===== src/hdl/csbc_pkg.sv =====
// constants for the chip-select bank configuration and decode block
// assumes an axi4-lite register bus, 32-bit data, one bank per instance
package csbc_pkg;
  // register byte offsets
  localparam logic [3:0] CSBC_BASE_OFS = 4'h0;
  localparam logic [3:0] CSBC_OPT_OFS = 4'h4;
  localparam logic [3:0] CSBC_BURST_OFS = 4'h8;
  localparam logic [3:0] CSBC_STAT_OFS = 4'hC;
  // reset values
  localparam logic [31:0] CSBC_BASE_RST = 32'h0000_0000;
  localparam logic [31:0] CSBC_OPT_RST = 32'h0000_00F0;
  localparam logic [31:0] CSBC_BURST_RST = 32'h0000_0000;
  // writable bits of the base register, reserved ones held at zero
  localparam logic [31:0] CSBC_BASE_WMASK = 32'hFFFF_FD3F;
  // base register fields (msb-first bit n sits at bit 31-n)
  localparam int CSBC_BA_HI = 31;
  localparam int CSBC_BA_LO = 15;
  localparam int CSBC_AT_HI = 14;
  localparam int CSBC_AT_LO = 12;
  localparam int CSBC_PS_HI = 11;
  localparam int CSBC_PS_LO = 10;
  localparam int CSBC_WP_BIT = 8;
  localparam int CSBC_LANE_BIT = 5;
  localparam int CSBC_TOGGLE_BIT = 4;
  localparam int CSBC_LATE_BIT = 3;
  localparam int CSBC_OUTSIDE_ACK_SELECT_BIT = 2;
  localparam int CSBC_BI_BIT = 1;
  localparam int CSBC_ON_BIT = 0;
  // option register fields
  localparam int CSBC_SCY_HI = 7;
  localparam int CSBC_SCY_LO = 4;
  localparam int CSBC_BEAT_WAIT_COUNT_HI = 3;
  localparam int CSBC_BEAT_WAIT_COUNT_LO = 1;
  // global burst configuration field
  localparam int CSBC_BEN_BIT = 0;
  // lowest compared address bit never matters: 64 kbyte least region
  localparam logic [16:0] CSBC_AM_FLOOR = 17'h1FFFE;
  // port width codes
  localparam logic [1:0] CSBC_PS_32 = 2'h0;
  localparam logic [1:0] CSBC_PS_16 = 2'h2;
  localparam logic [2:0] CSBC_MAX_BEATS = 3'h4;
  localparam logic [1:0] CSBC_RESP_OKAY = 2'h0;
  localparam logic [1:0] CSBC_RESP_SLVERR = 2'h2;
  typedef enum logic [1:0] {ST_IDLE, ST_ACC, ST_DRAIN, ST_ERR} csbc_state_e;
endpackage


===== src/hdl/csbc_top.sv =====
// chip-select bank: register file, region decode and burst bus sequencer
// assumes an axi4-lite master, a request source on aclk, flash pins outside
`timescale 1ns/1ps
module csbc_top (
  // clock and reset
  input wire logic aclk,
  input wire logic aresetn,
  // axi4-lite write channels
  input wire logic [3:0] s_axi_awaddr,
  input wire logic [2:0] s_axi_awprot,
  input wire logic s_axi_awvalid,
  output logic s_axi_awready,
  input wire logic [31:0] s_axi_wdata,
  input wire logic [3:0] s_axi_wstrb,
  input wire logic s_axi_wvalid,
  output logic s_axi_wready,
  output logic [1:0] s_axi_bresp,
  output logic s_axi_bvalid,
  input wire logic s_axi_bready,
  // axi4-lite read channels
  input wire logic [3:0] s_axi_araddr,
  input wire logic [2:0] s_axi_arprot,
  input wire logic s_axi_arvalid,
  output logic s_axi_arready,
  output logic [31:0] s_axi_rdata,
  output logic [1:0] s_axi_rresp,
  output logic s_axi_rvalid,
  input wire logic s_axi_rready,
  // transfer requests from the system side
  input wire logic req_valid,
  output logic req_ready,
  input wire logic [31:0] req_addr,
  input wire logic req_write,
  input wire logic req_burst,
  input wire logic [2:0] req_type,
  input wire logic [31:0] req_wdata,
  input wire logic [3:0] req_be,
  // per-beat answers
  output logic rsp_valid,
  output logic rsp_last,
  output logic rsp_err,
  output logic [31:0] rsp_data,
  // flash-side pins
  output logic bank_select_line_n,
  output logic xfer_begin_strobe_n,
  output logic [31:0] mem_addr,
  output logic mem_rd_wr,
  output logic mem_oe_n,
  output logic [3:0] mem_we_be_n,
  output logic burst_continue_out_n,
  input wire logic xfer_done_ack_n,
  // data pins, split three ways
  input wire logic [31:0] dq_i,
  output logic [31:0] dq_o,
  output logic dq_oe
);
  import csbc_pkg::*;

  logic [31:0] base_r, opt_r, burst_unit_config_r;
  logic aw_have_r, w_have_r;
  logic [3:0] aw_addr_r;
  logic [31:0] w_data_r;
  logic [3:0] w_strb_r;
  logic wr_fire;
  csbc_state_e state_r;
  logic [3:0] cnt_r;
  logic [2:0] beats_r;
  logic first_r, outside_ack_select_q, late_q, toggle_q, wr_q;
  logic [2:0] beat_wait_count_q;
  logic ack_s1, ack_s2;
  logic [31:0] dq_s1, dq_s2;
  logic beat_d1, beat_d2, last_d1, last_d2;
  logic go, hit, ok, burst_ok, beat_done, more_next;
  logic [2:0] n_beats;
  logic [1:0] low_addr;

  // byte-lane merge for register writes
  function automatic logic [31:0] merge(input logic [31:0] old,
                                        input logic [31:0] nw,
                                        input logic [3:0] strb);
    logic [31:0] res;
    res = old;
    for (int i = 0; i < 4; i++) begin
      if (strb[i]) begin
        res[8*i +: 8] = nw[8*i +: 8];
      end
    end
    return res;
  endfunction

  // write address and data taken in either order, answered when both held
  always_ff @(posedge aclk) begin
    if (!aresetn) begin
      aw_have_r <= 1'b0;
      w_have_r <= 1'b0;
      aw_addr_r <= 4'h0;
      w_data_r <= 32'h0000_0000;
      w_strb_r <= 4'h0;
      s_axi_awready <= 1'b1;
      s_axi_wready <= 1'b1;
      s_axi_bvalid <= 1'b0;
      s_axi_bresp <= CSBC_RESP_OKAY;
    end else begin
      if (s_axi_awvalid && s_axi_awready) begin
        aw_addr_r <= s_axi_awaddr;
        aw_have_r <= 1'b1;
        s_axi_awready <= 1'b0;
      end
      if (s_axi_wvalid && s_axi_wready) begin
        w_data_r <= s_axi_wdata;
        w_strb_r <= s_axi_wstrb;
        w_have_r <= 1'b1;
        s_axi_wready <= 1'b0;
      end
      if (wr_fire) begin
        s_axi_bvalid <= 1'b1;
        s_axi_bresp <= (aw_addr_r == CSBC_BASE_OFS ||
                        aw_addr_r == CSBC_OPT_OFS ||
                        aw_addr_r == CSBC_BURST_OFS ||
                        aw_addr_r == CSBC_STAT_OFS) ?
                       CSBC_RESP_OKAY : CSBC_RESP_SLVERR;
      end
      if (s_axi_bvalid && s_axi_bready) begin
        s_axi_bvalid <= 1'b0;
        aw_have_r <= 1'b0;
        w_have_r <= 1'b0;
        s_axi_awready <= 1'b1;
        s_axi_wready <= 1'b1;
      end
    end
  end

  assign wr_fire = aw_have_r && w_have_r && !s_axi_bvalid;

  // configuration registers; status offset is read-only
  always_ff @(posedge aclk) begin
    if (!aresetn) begin
      base_r <= CSBC_BASE_RST;
      opt_r <= CSBC_OPT_RST;
      burst_unit_config_r <= CSBC_BURST_RST;
    end else if (wr_fire) begin
      if (aw_addr_r == CSBC_BASE_OFS) begin
        base_r <= merge(base_r, w_data_r, w_strb_r) & CSBC_BASE_WMASK;
      end
      if (aw_addr_r == CSBC_OPT_OFS) begin
        opt_r <= merge(opt_r, w_data_r, w_strb_r);
      end
      if (aw_addr_r == CSBC_BURST_OFS) begin
        burst_unit_config_r <= merge(burst_unit_config_r, w_data_r,
                                     w_strb_r) & 32'h0000_0001;
      end
    end
  end

  // read channel: one read in flight, data registered with the answer
  always_ff @(posedge aclk) begin
    if (!aresetn) begin
      s_axi_arready <= 1'b1;
      s_axi_rvalid <= 1'b0;
      s_axi_rdata <= 32'h0000_0000;
      s_axi_rresp <= CSBC_RESP_OKAY;
    end else if (s_axi_arvalid && s_axi_arready) begin
      s_axi_arready <= 1'b0;
      s_axi_rvalid <= 1'b1;
      s_axi_rresp <= CSBC_RESP_OKAY;
      unique case (s_axi_araddr)
        CSBC_BASE_OFS: s_axi_rdata <= base_r;
        CSBC_OPT_OFS: s_axi_rdata <= opt_r;
        CSBC_BURST_OFS: s_axi_rdata <= burst_unit_config_r;
        CSBC_STAT_OFS: s_axi_rdata <= {28'h0000000, beats_r,
                                       state_r != ST_IDLE};
        default: begin
          s_axi_rdata <= 32'h0000_0000;
          s_axi_rresp <= CSBC_RESP_SLVERR;
        end
      endcase
    end else if (s_axi_rvalid && s_axi_rready) begin
      s_axi_rvalid <= 1'b0;
      s_axi_arready <= 1'b1;
    end
  end

  // region, access kind and permission decode of an offered request
  always_comb begin
    hit = base_r[CSBC_ON_BIT] &&
          (((req_addr[31:15] ^ base_r[CSBC_BA_HI:CSBC_BA_LO]) &
            opt_r[CSBC_BA_HI:CSBC_BA_LO] & CSBC_AM_FLOOR) == 17'h00000) &&
          (((req_type ^ base_r[CSBC_AT_HI:CSBC_AT_LO]) &
            opt_r[CSBC_AT_HI:CSBC_AT_LO]) == 3'h0);
    ok = hit && !(req_write && base_r[CSBC_WP_BIT]);
    burst_ok = req_burst && !req_write && !base_r[CSBC_BI_BIT] &&
               burst_unit_config_r[CSBC_BEN_BIT];
    n_beats = burst_ok ? 3'(CSBC_MAX_BEATS - {1'b0, req_addr[3:2]}) :
              3'h1;
    unique case (base_r[CSBC_PS_HI:CSBC_PS_LO])
      CSBC_PS_32: low_addr = 2'h0;
      CSBC_PS_16: low_addr = {req_addr[1], 1'b0};
      default: low_addr = req_addr[1:0];
    endcase
  end

  assign go = req_valid && req_ready;
  // a beat ends on the external ack when that is selected, otherwise when the wait count runs out
  assign beat_done = (state_r == ST_ACC) &&
                     (outside_ack_select_q ? !ack_s2 : (cnt_r == 4'h0));
  assign more_next = beats_r > 3'h2;

  // ack pin synchroniser
  always_ff @(posedge aclk) begin
    if (!aresetn) begin
      ack_s1 <= 1'b1;
      ack_s2 <= 1'b1;
    end else begin
      ack_s1 <= xfer_done_ack_n;
      ack_s2 <= ack_s1;
    end
  end

  // bus sequencer: select, strobes, wait counting and burst stepping
  always_ff @(posedge aclk) begin
    if (!aresetn) begin
      state_r <= ST_IDLE;
      req_ready <= 1'b1;
      bank_select_line_n <= 1'b1;
      xfer_begin_strobe_n <= 1'b1;
      mem_addr <= 32'h0000_0000;
      mem_rd_wr <= 1'b1;
      mem_oe_n <= 1'b1;
      mem_we_be_n <= 4'hF;
      burst_continue_out_n <= 1'b1;
      dq_o <= 32'h0000_0000;
      dq_oe <= 1'b0;
      cnt_r <= 4'h0;
      beats_r <= 3'h0;
      first_r <= 1'b0;
      outside_ack_select_q <= 1'b0;
      late_q <= 1'b0;
      toggle_q <= 1'b0;
      wr_q <= 1'b0;
      beat_wait_count_q <= 3'h0;
    end else begin
      unique case (state_r)
        ST_IDLE: begin
          if (go && ok) begin
            state_r <= ST_ACC;
            req_ready <= 1'b0;
            bank_select_line_n <= 1'b0;
            xfer_begin_strobe_n <= 1'b0;
            mem_addr <= {req_addr[31:2], low_addr};
            mem_rd_wr <= !req_write;
            mem_oe_n <= req_write;
            mem_we_be_n <= base_r[CSBC_LANE_BIT] ?
                           (req_write ? 4'h0 : 4'hF) : ~req_be;
            dq_o <= req_wdata;
            dq_oe <= req_write;
            cnt_r <= opt_r[CSBC_SCY_HI:CSBC_SCY_LO];
            beats_r <= n_beats;
            first_r <= 1'b1;
            outside_ack_select_q <= base_r[CSBC_OUTSIDE_ACK_SELECT_BIT];
            late_q <= base_r[CSBC_LATE_BIT];
            toggle_q <= base_r[CSBC_TOGGLE_BIT];
            wr_q <= req_write;
            beat_wait_count_q <= opt_r[CSBC_BEAT_WAIT_COUNT_HI:CSBC_BEAT_WAIT_COUNT_LO];
            burst_continue_out_n <= !((n_beats > 3'h1) &&
              !base_r[CSBC_LATE_BIT] &&
              (!base_r[CSBC_TOGGLE_BIT] || base_r[CSBC_OUTSIDE_ACK_SELECT_BIT] ||
               opt_r[CSBC_SCY_HI:CSBC_SCY_LO] == 4'h0));
          end else if (go) begin
            state_r <= ST_ERR;
            req_ready <= 1'b0;
          end
        end
        ST_ACC: begin
          xfer_begin_strobe_n <= 1'b1;
          if (!beat_done) begin
            if (!outside_ack_select_q) begin
              cnt_r <= cnt_r - 4'h1;
            end
            burst_continue_out_n <= !((beats_r > 3'h1) &&
              !(late_q && first_r) &&
              (!toggle_q || outside_ack_select_q || cnt_r == 4'h1));
          end else if (beats_r == 3'h1) begin
            state_r <= ST_DRAIN;
            bank_select_line_n <= 1'b1;
            mem_oe_n <= 1'b1;
            mem_we_be_n <= 4'hF;
            mem_rd_wr <= 1'b1;
            dq_oe <= 1'b0;
            burst_continue_out_n <= 1'b1;
            beats_r <= 3'h0;
          end else begin
            beats_r <= beats_r - 3'h1;
            mem_addr <= mem_addr + 32'h0000_0004;
            cnt_r <= {1'b0, beat_wait_count_q};
            first_r <= 1'b0;
            burst_continue_out_n <= !(more_next &&
              (!toggle_q || outside_ack_select_q || beat_wait_count_q == 3'h0));
          end
        end
        ST_DRAIN: begin
          if (last_d2) begin
            state_r <= ST_IDLE;
            req_ready <= 1'b1;
          end
        end
        ST_ERR: begin
          state_r <= ST_IDLE;
          req_ready <= 1'b1;
        end
      endcase
    end
  end

  // data pins and beat markers pass two stages so they stay aligned
  always_ff @(posedge aclk) begin
    if (!aresetn) begin
      dq_s1 <= 32'h0000_0000;
      dq_s2 <= 32'h0000_0000;
      beat_d1 <= 1'b0;
      beat_d2 <= 1'b0;
      last_d1 <= 1'b0;
      last_d2 <= 1'b0;
    end else begin
      dq_s1 <= dq_i;
      dq_s2 <= dq_s1;
      beat_d1 <= beat_done;
      beat_d2 <= beat_d1;
      last_d1 <= beat_done && beats_r == 3'h1;
      last_d2 <= last_d1;
    end
  end

  // answers: one pulse per beat, or one error pulse for a refused request
  always_ff @(posedge aclk) begin
    if (!aresetn) begin
      rsp_valid <= 1'b0;
      rsp_last <= 1'b0;
      rsp_err <= 1'b0;
      rsp_data <= 32'h0000_0000;
    end else begin
      rsp_valid <= beat_d2 || state_r == ST_ERR;
      rsp_last <= last_d2 || state_r == ST_ERR;
      rsp_err <= state_r == ST_ERR;
      rsp_data <= (beat_d2 && !wr_q) ? dq_s2 : 32'h0000_0000;
    end
  end
endmodule


===== config.mk =====
export PLATFORM = sky130hd
export DESIGN_NAME = csbc_top
export DESIGN_NICKNAME = d
export VERILOG_FILES = /design/src/hdl/csbc_pkg.sv /design/src/hdl/csbc_top.sv
export SDC_FILE = /design/constraint.sdc
export NUM_CORES = 1
export LEC_CHECK = 0
export BUFFER_PORTS_ARGS = -buffer_cell sky130_fd_sc_hd__buf_2
export CORE_MARGIN = 4
export CORE_UTILIZATION = 49
export DETAILED_ROUTE_END_ITERATION = 16
export PLACE_DENSITY = 0.77
export SLEW_MARGIN = 20
export SYNTH_ARGS = -nofsm -noshare
export SYNTH_HDL_FRONTEND = slang
export SYNTH_SLANG_ARGS = --single-unit

===== constraint.sdc =====
create_clock -name aclk -period 4.54 [get_ports aclk]
set_input_delay 0.454 -clock aclk [delete_from_list [all_inputs] [get_ports aclk]]
set_output_delay 0.454 -clock aclk [all_outputs]
set_load 0.01 [all_outputs]

=== Word level (Yosys, flattened, before mapping) ===
Index checks and enable logic that the tools add are counted.

* Bits in registers: 342
* Bits of input ports: 164

* $add $sub $neg: 4
* Magnitude comparators: 3
* Equality and inequality tests: 20
* Multiplexer cells: 59
* Bitwise operators: 6
* Reductions and logical operators: 81

{| class="wikitable"
|+ Operators by type and width
! kind !! number
|-
| 32-bit case mux with 4 select lines || 1
|-
| 32-bit two-way mux || 3
|-
| 32-bit case mux with 2 select lines || 1
|-
| 4-bit two-way mux || 9
|-
| 3-bit AND reduction || 11
|-
| 32-bit by 3-bit adder with 32-bit output, second input constant || 1
|-
| 1-bit logical AND || 25
|-
| 1-bit two-way mux || 21
|-
| 17-bit AND || 1
|-
| 17-bit logical NOT || 1
|-
| 17-bit XOR || 1
|-
| 4-bit equality test, second input constant || 4
|-
| 4-bit logical NOT || 4
|-
| 4-bit case mux with 2 select lines || 2
|-
| 4-bit AND reduction || 4
|-
| 2-bit two-way mux || 7
|-
| 1-bit case mux with 2 select lines || 7
|-
| 1-bit logical NOT || 13
|-
| 3-bit two-way mux || 4
|-
| 1-bit logical OR || 10
|-
| 3-bit inequality test, second input constant || 3
|-
| 4-bit by 3-bit equality test with 1-bit output, second input constant || 2
|-
| 2-bit inequality test, second input constant || 4
|-
| 2-bit case mux with 4 select lines || 1
|-
| other kinds (24) || 33
|}

=== Depth between registers and ports, before layout ===
* Depth in word-level cells: 11
* Gate-level depth with buffers: 10
* Mapped depth without buffers: 8

=== Worst setup path before layout ===
No wires, ideal clock.

* Kind: input -> register
* From: input req_write
* To: register mem_rd_wr
* Library setup time: 0.135 ns
* Arrival: 2.038 ns
* Required time: 4.405 ns
* Path slack: 2.367 ns
* Cell stages on the path: 10
* Path buffers: 4
* Cells stage by stage: clkbuf_1 -> a21bo_2 -> a2111oi_2 -> and4_1 -> and4_1 -> buf_4 -> buf_8 -> buf_8 -> and2_1 -> o21ai_0

* Word-level cells in the longest chain between the ends: 6
* Elaborated cells between the ends (all ways): 9
* Those cells by class: 1 x eq/ne; 2 x mux; 6 x reduce/logical

{| class="wikitable"
|+ RTL lines
! what !! RTL line !! RTL
|-
| from (decl) || csbc_top.sv:33 || <nowiki>input wire logic req_write,</nowiki>
|-
| 1-bit logical AND || csbc_top.sv:190 || <nowiki>ok = hit && !(req_write && base_r[CSBC_WP_BIT]);</nowiki>
|-
| 1-bit logical NOT || csbc_top.sv:190 ||
|-
| 1-bit logical AND || csbc_top.sv:190 ||
|-
| 1-bit logical AND || csbc_top.sv:244 || <nowiki>if (go && ok) begin</nowiki>
|-
| 2-bit inequality test (no source line) || -- ||
|-
| 4-bit AND reduction (no source line) || -- ||
|-
| to (signal assigned) || csbc_top.sv:250 || <nowiki>mem_rd_wr <= !req_write;</nowiki>
|-
| to (decl) || csbc_top.sv:47 || <nowiki>output logic mem_rd_wr,</nowiki>
|}

Several ways; a longest one is shown, not always the timed one. The select of a mux whose other input is x is not followed.
A chain may end at the register's enable or synchronous reset.

=== Worst setup path in the final report ===
* From: register state_r[0]
* To: register dq_o[13]

* Word-level cells in the longest chain between the ends: 2

{| class="wikitable"
|+ RTL lines
! what !! RTL line !! RTL
|-
| from (decl) || csbc_top.sv:65 || <nowiki>csbc_state_e state_r;</nowiki>
|-
| from (signal assigned) || csbc_top.sv:222 || <nowiki>state_r <= ST_IDLE;</nowiki>
|-
| from (signal assigned) || csbc_top.sv:245 || <nowiki>state_r <= ST_ACC;</nowiki>
|-
| from (signal assigned) || csbc_top.sv:269 || <nowiki>state_r <= ST_ERR;</nowiki>
|-
| 2-bit logical NOT || csbc_top.sv:242 || <nowiki>unique case (state_r)</nowiki>
|-
| 2-bit AND reduction (no source line) || -- ||
|-
| to (signal assigned) || csbc_top.sv:254 || <nowiki>dq_o <= req_wdata;</nowiki>
|-
| to (decl) || csbc_top.sv:54 || <nowiki>output logic [31:0] dq_o,</nowiki>
|}

No other way between the ends.

==> out/metrics.cfg <==
[place]
place_congestion=0.912
io_buffers=306
place_ws_ps=1450
dp_hpwl_um=25700

[clock_tree]
ctsResizeCount=0
cts_hold_buf=0
cts_tree=yes
root_buffer=clkbuf_16
clk_pin_slew_worst_paths_ps=60
clk_latency_ps=510
postCtsSetupBuffers=0
clk_path_buf_depth=3
htreeDepth=2
clock_sinks=340
cts-buffers-inserted=36

[logic_synthesis]
ys_warn_count=0
yosysUniqueCellTypes=69
synthFlopType=dfxtp_1
syn_inst=1466
synth_edf_count=0
synthesis.area_um2=13400
ys_ff_latch=340
yosysSeqAreaShare_pct=50.7
syn_area_per_cell_um2=9.16
async_flop_share_pct=0

[grt]
grt_util_all_layers_pct=23.3
grt_pass1_vias=10900
grt_max_degree=155
antenna_found_initial=1
grt_pass1_wl_um=58500
overflow=0

[critical_path]
required_ps=4930
cp_max_fo=31
crit_type=flip-flop to flip-flop
crit_path_end_kind=flip-flop
critical_path_arrival_ps=3400
cp-start-kind=flip-flop

[sta]
min_period_ps=3010
tns_ps=0
setup_ws_ps=1530
maxSlewHeadroom_pct=42.0
rsz0062_at_grt=false
tightest_slew_ps=870
finalCritPeriodShare_pct=66.3
final_hold_viol_count=0
setup_violations=0
hold_ws_ps=150
fmax_mhz=332
slew_viol_final=0
fin_skew_ps=13.2

[layout]
synthToLayoutAreaGrowth_pct=21.2
nets=1899
antenna_cells=0
drive_above_1_share_pct=22.4

[floorplan]
fp.dieW_um=174
placementRows=60
start_util_pct=49.8
dieArea_um2=30100
coreArea_um2=27000
die-height_um=174
ios=315

[routing]
drt_iter0_drc=863
vias=11400
drc=0
wl_per_cell_um=17.6
drt_first_pass_iters=5
ant_nets=0
wl_um=36800
vias_per_cell=5.46

[pwr]
power.total_w=0.00669
peakVddDrop_mv=0.218
leakage_nw=6.73
power_density_nw_per_um2=411

[run]
drv_cap=0

[min_path]
worstHoldPathType=primary input to flip-flop

[status]
status=finished, final reports clean

## layout make-up
type	count	area (µm²)
clock buffer	49	1000
clock inverter	10	144
fill	2309	10700
inverter	12	45.0
multi-input combinational	1014	6180
sequential	340	6810
tap	341	427
timing repair buffer	323	1680
## per-stage QoR
| step | cell area (µm²) | util [%] | cells |
|---|---|---|---|
| floorplan | 13400 | - | 1467 |
| global placement | 15100 | 56.2 | 2030 |
| detailed placement | 15100 | 56.2 | 2030 |
| CTS | 16300 | 60.4 | 2089 |
| global route | 16300 | 60.4 | 2089 |
| finish | 16300 | 60.4 | 2089 |
## worst max-delay path: stages, from the launching register on
cell,delay [ps]
dfxtp_1,390
or2_1,340
a2111oi_2,370
and4_1,340
and4_2,570
buf_4,550
mux2i_1,250
nor2b_1,70
## kinds of logic (layout without fill, tap and decap cells)
group	after synthesis	count (layout)	synth area share, %
other	1	2	0.0279
multiplexers	53	53	4.05
buffers and inverters	113	394	3.55
AND/OR/NAND/NOR	620	620	23.7
adder cells (fa/ha/maj)	8	8	0.745
AO/OA/AOI/OAI	310	310	15.9
flip-flops	340	340	50.7
XOR/XNOR	21	21	1.37
## flip-flops by register name (all words and copies together) (netlist names), 2 cells and up
name	count
dq_o	32
beats_r	3
cnt_r	4
opt_r	32
w_strb_r	4
dq_s2	32
mem_we_be_n	4
rsp_data	32
base_r	29
s_axi_rdata	32
state_r	2
aw_addr_r	4
w_data_r	32
dq_s1	32
mem_addr	32
beat_wait_count_q	3
## worst paths after layout
kind                            from                   endpoint  slack, ps  depth (start not counted)
max          state_r[0]$_SDFFE_PN0P_      dq_o[13]$_SDFFE_PN0P_       1530                          7
min                     s_axi_wvalid  s_axi_wready$_SDFFE_PP1P_        150                          2
max reg2reg  state_r[0]$_SDFFE_PN0P_      dq_o[13]$_SDFFE_PN0P_       1530                          7
min reg2reg      dq_s2[3]$_SDFF_PN0_     rsp_data[3]$_SDFF_PN0_        420                          1
## Yosys cell counts (25+ instances only)
master | instances | share of area [%]
a21boi_0 | 104 | 5.8
a21oi_1 | 49 | 1.8
a221oi_1 | 25 | 1.6
and2_1 | 106 | 4.9
clkbuf_1 | 84 | 2.3
dfxtp_1 | 340 | 51
mux2i_1 | 51 | 3.8
nand2_1 | 203 | 5.7
nand3_1 | 92 | 3.4
nor2_1 | 64 | 1.8
nor2b_1 | 48 | 2.2
nor3b_1 | 28 | 1.6
o21ai_0 | 58 | 2.2
## placed cells by master, fill, tap and decap left out, types with 4 or more instances in the layout
cell type / count
dfxtp_1: 340
buf_2: 305
nand2_1: 203
and2_1: 105
a21boi_0: 104
nand3_1: 92
nor2_1: 64
o21ai_0: 58
mux2i_1: 51
a21oi_1: 49
nor2b_1: 48
clkbuf_16: 36
nor3b_1: 28
a221oi_1: 25
xor2_1: 19
nor3_1: 18
buf_4: 16
a22oi_1: 14
and3_1: 14
inv_1: 12
nor4_1: 11
nand4_1: 9
a31oi_1: 9
o211ai_1: 9
ha_1: 8
clkbuf_1: 8
nand2b_1: 6
o211a_1: 5
clkbuf_8: 5
or4_1: 4
clkinv_2: 4
## layer usage
metal  track usage (%)  up-vias  share of wire (%)
li1                  -     5616                  -
met1              31.8     5294                 45
met2              37.6      434                 45
met3              5.04       68                7.8
met4              6.73        2                2.4
met5                 0        -              0.030
## power breakdown
part | internal [W] | switching (W) | total [W]
logic | 0.000261 | 0.000364 | 0.000624
clock network | 0.00171 | 0.00115 | 0.00287
registers | 0.00310 | 0.000106 | 0.00320
total | 0.00507 | 0.00162 | 0.00669
Note: power is estimated with default switching activity, not from simulation.
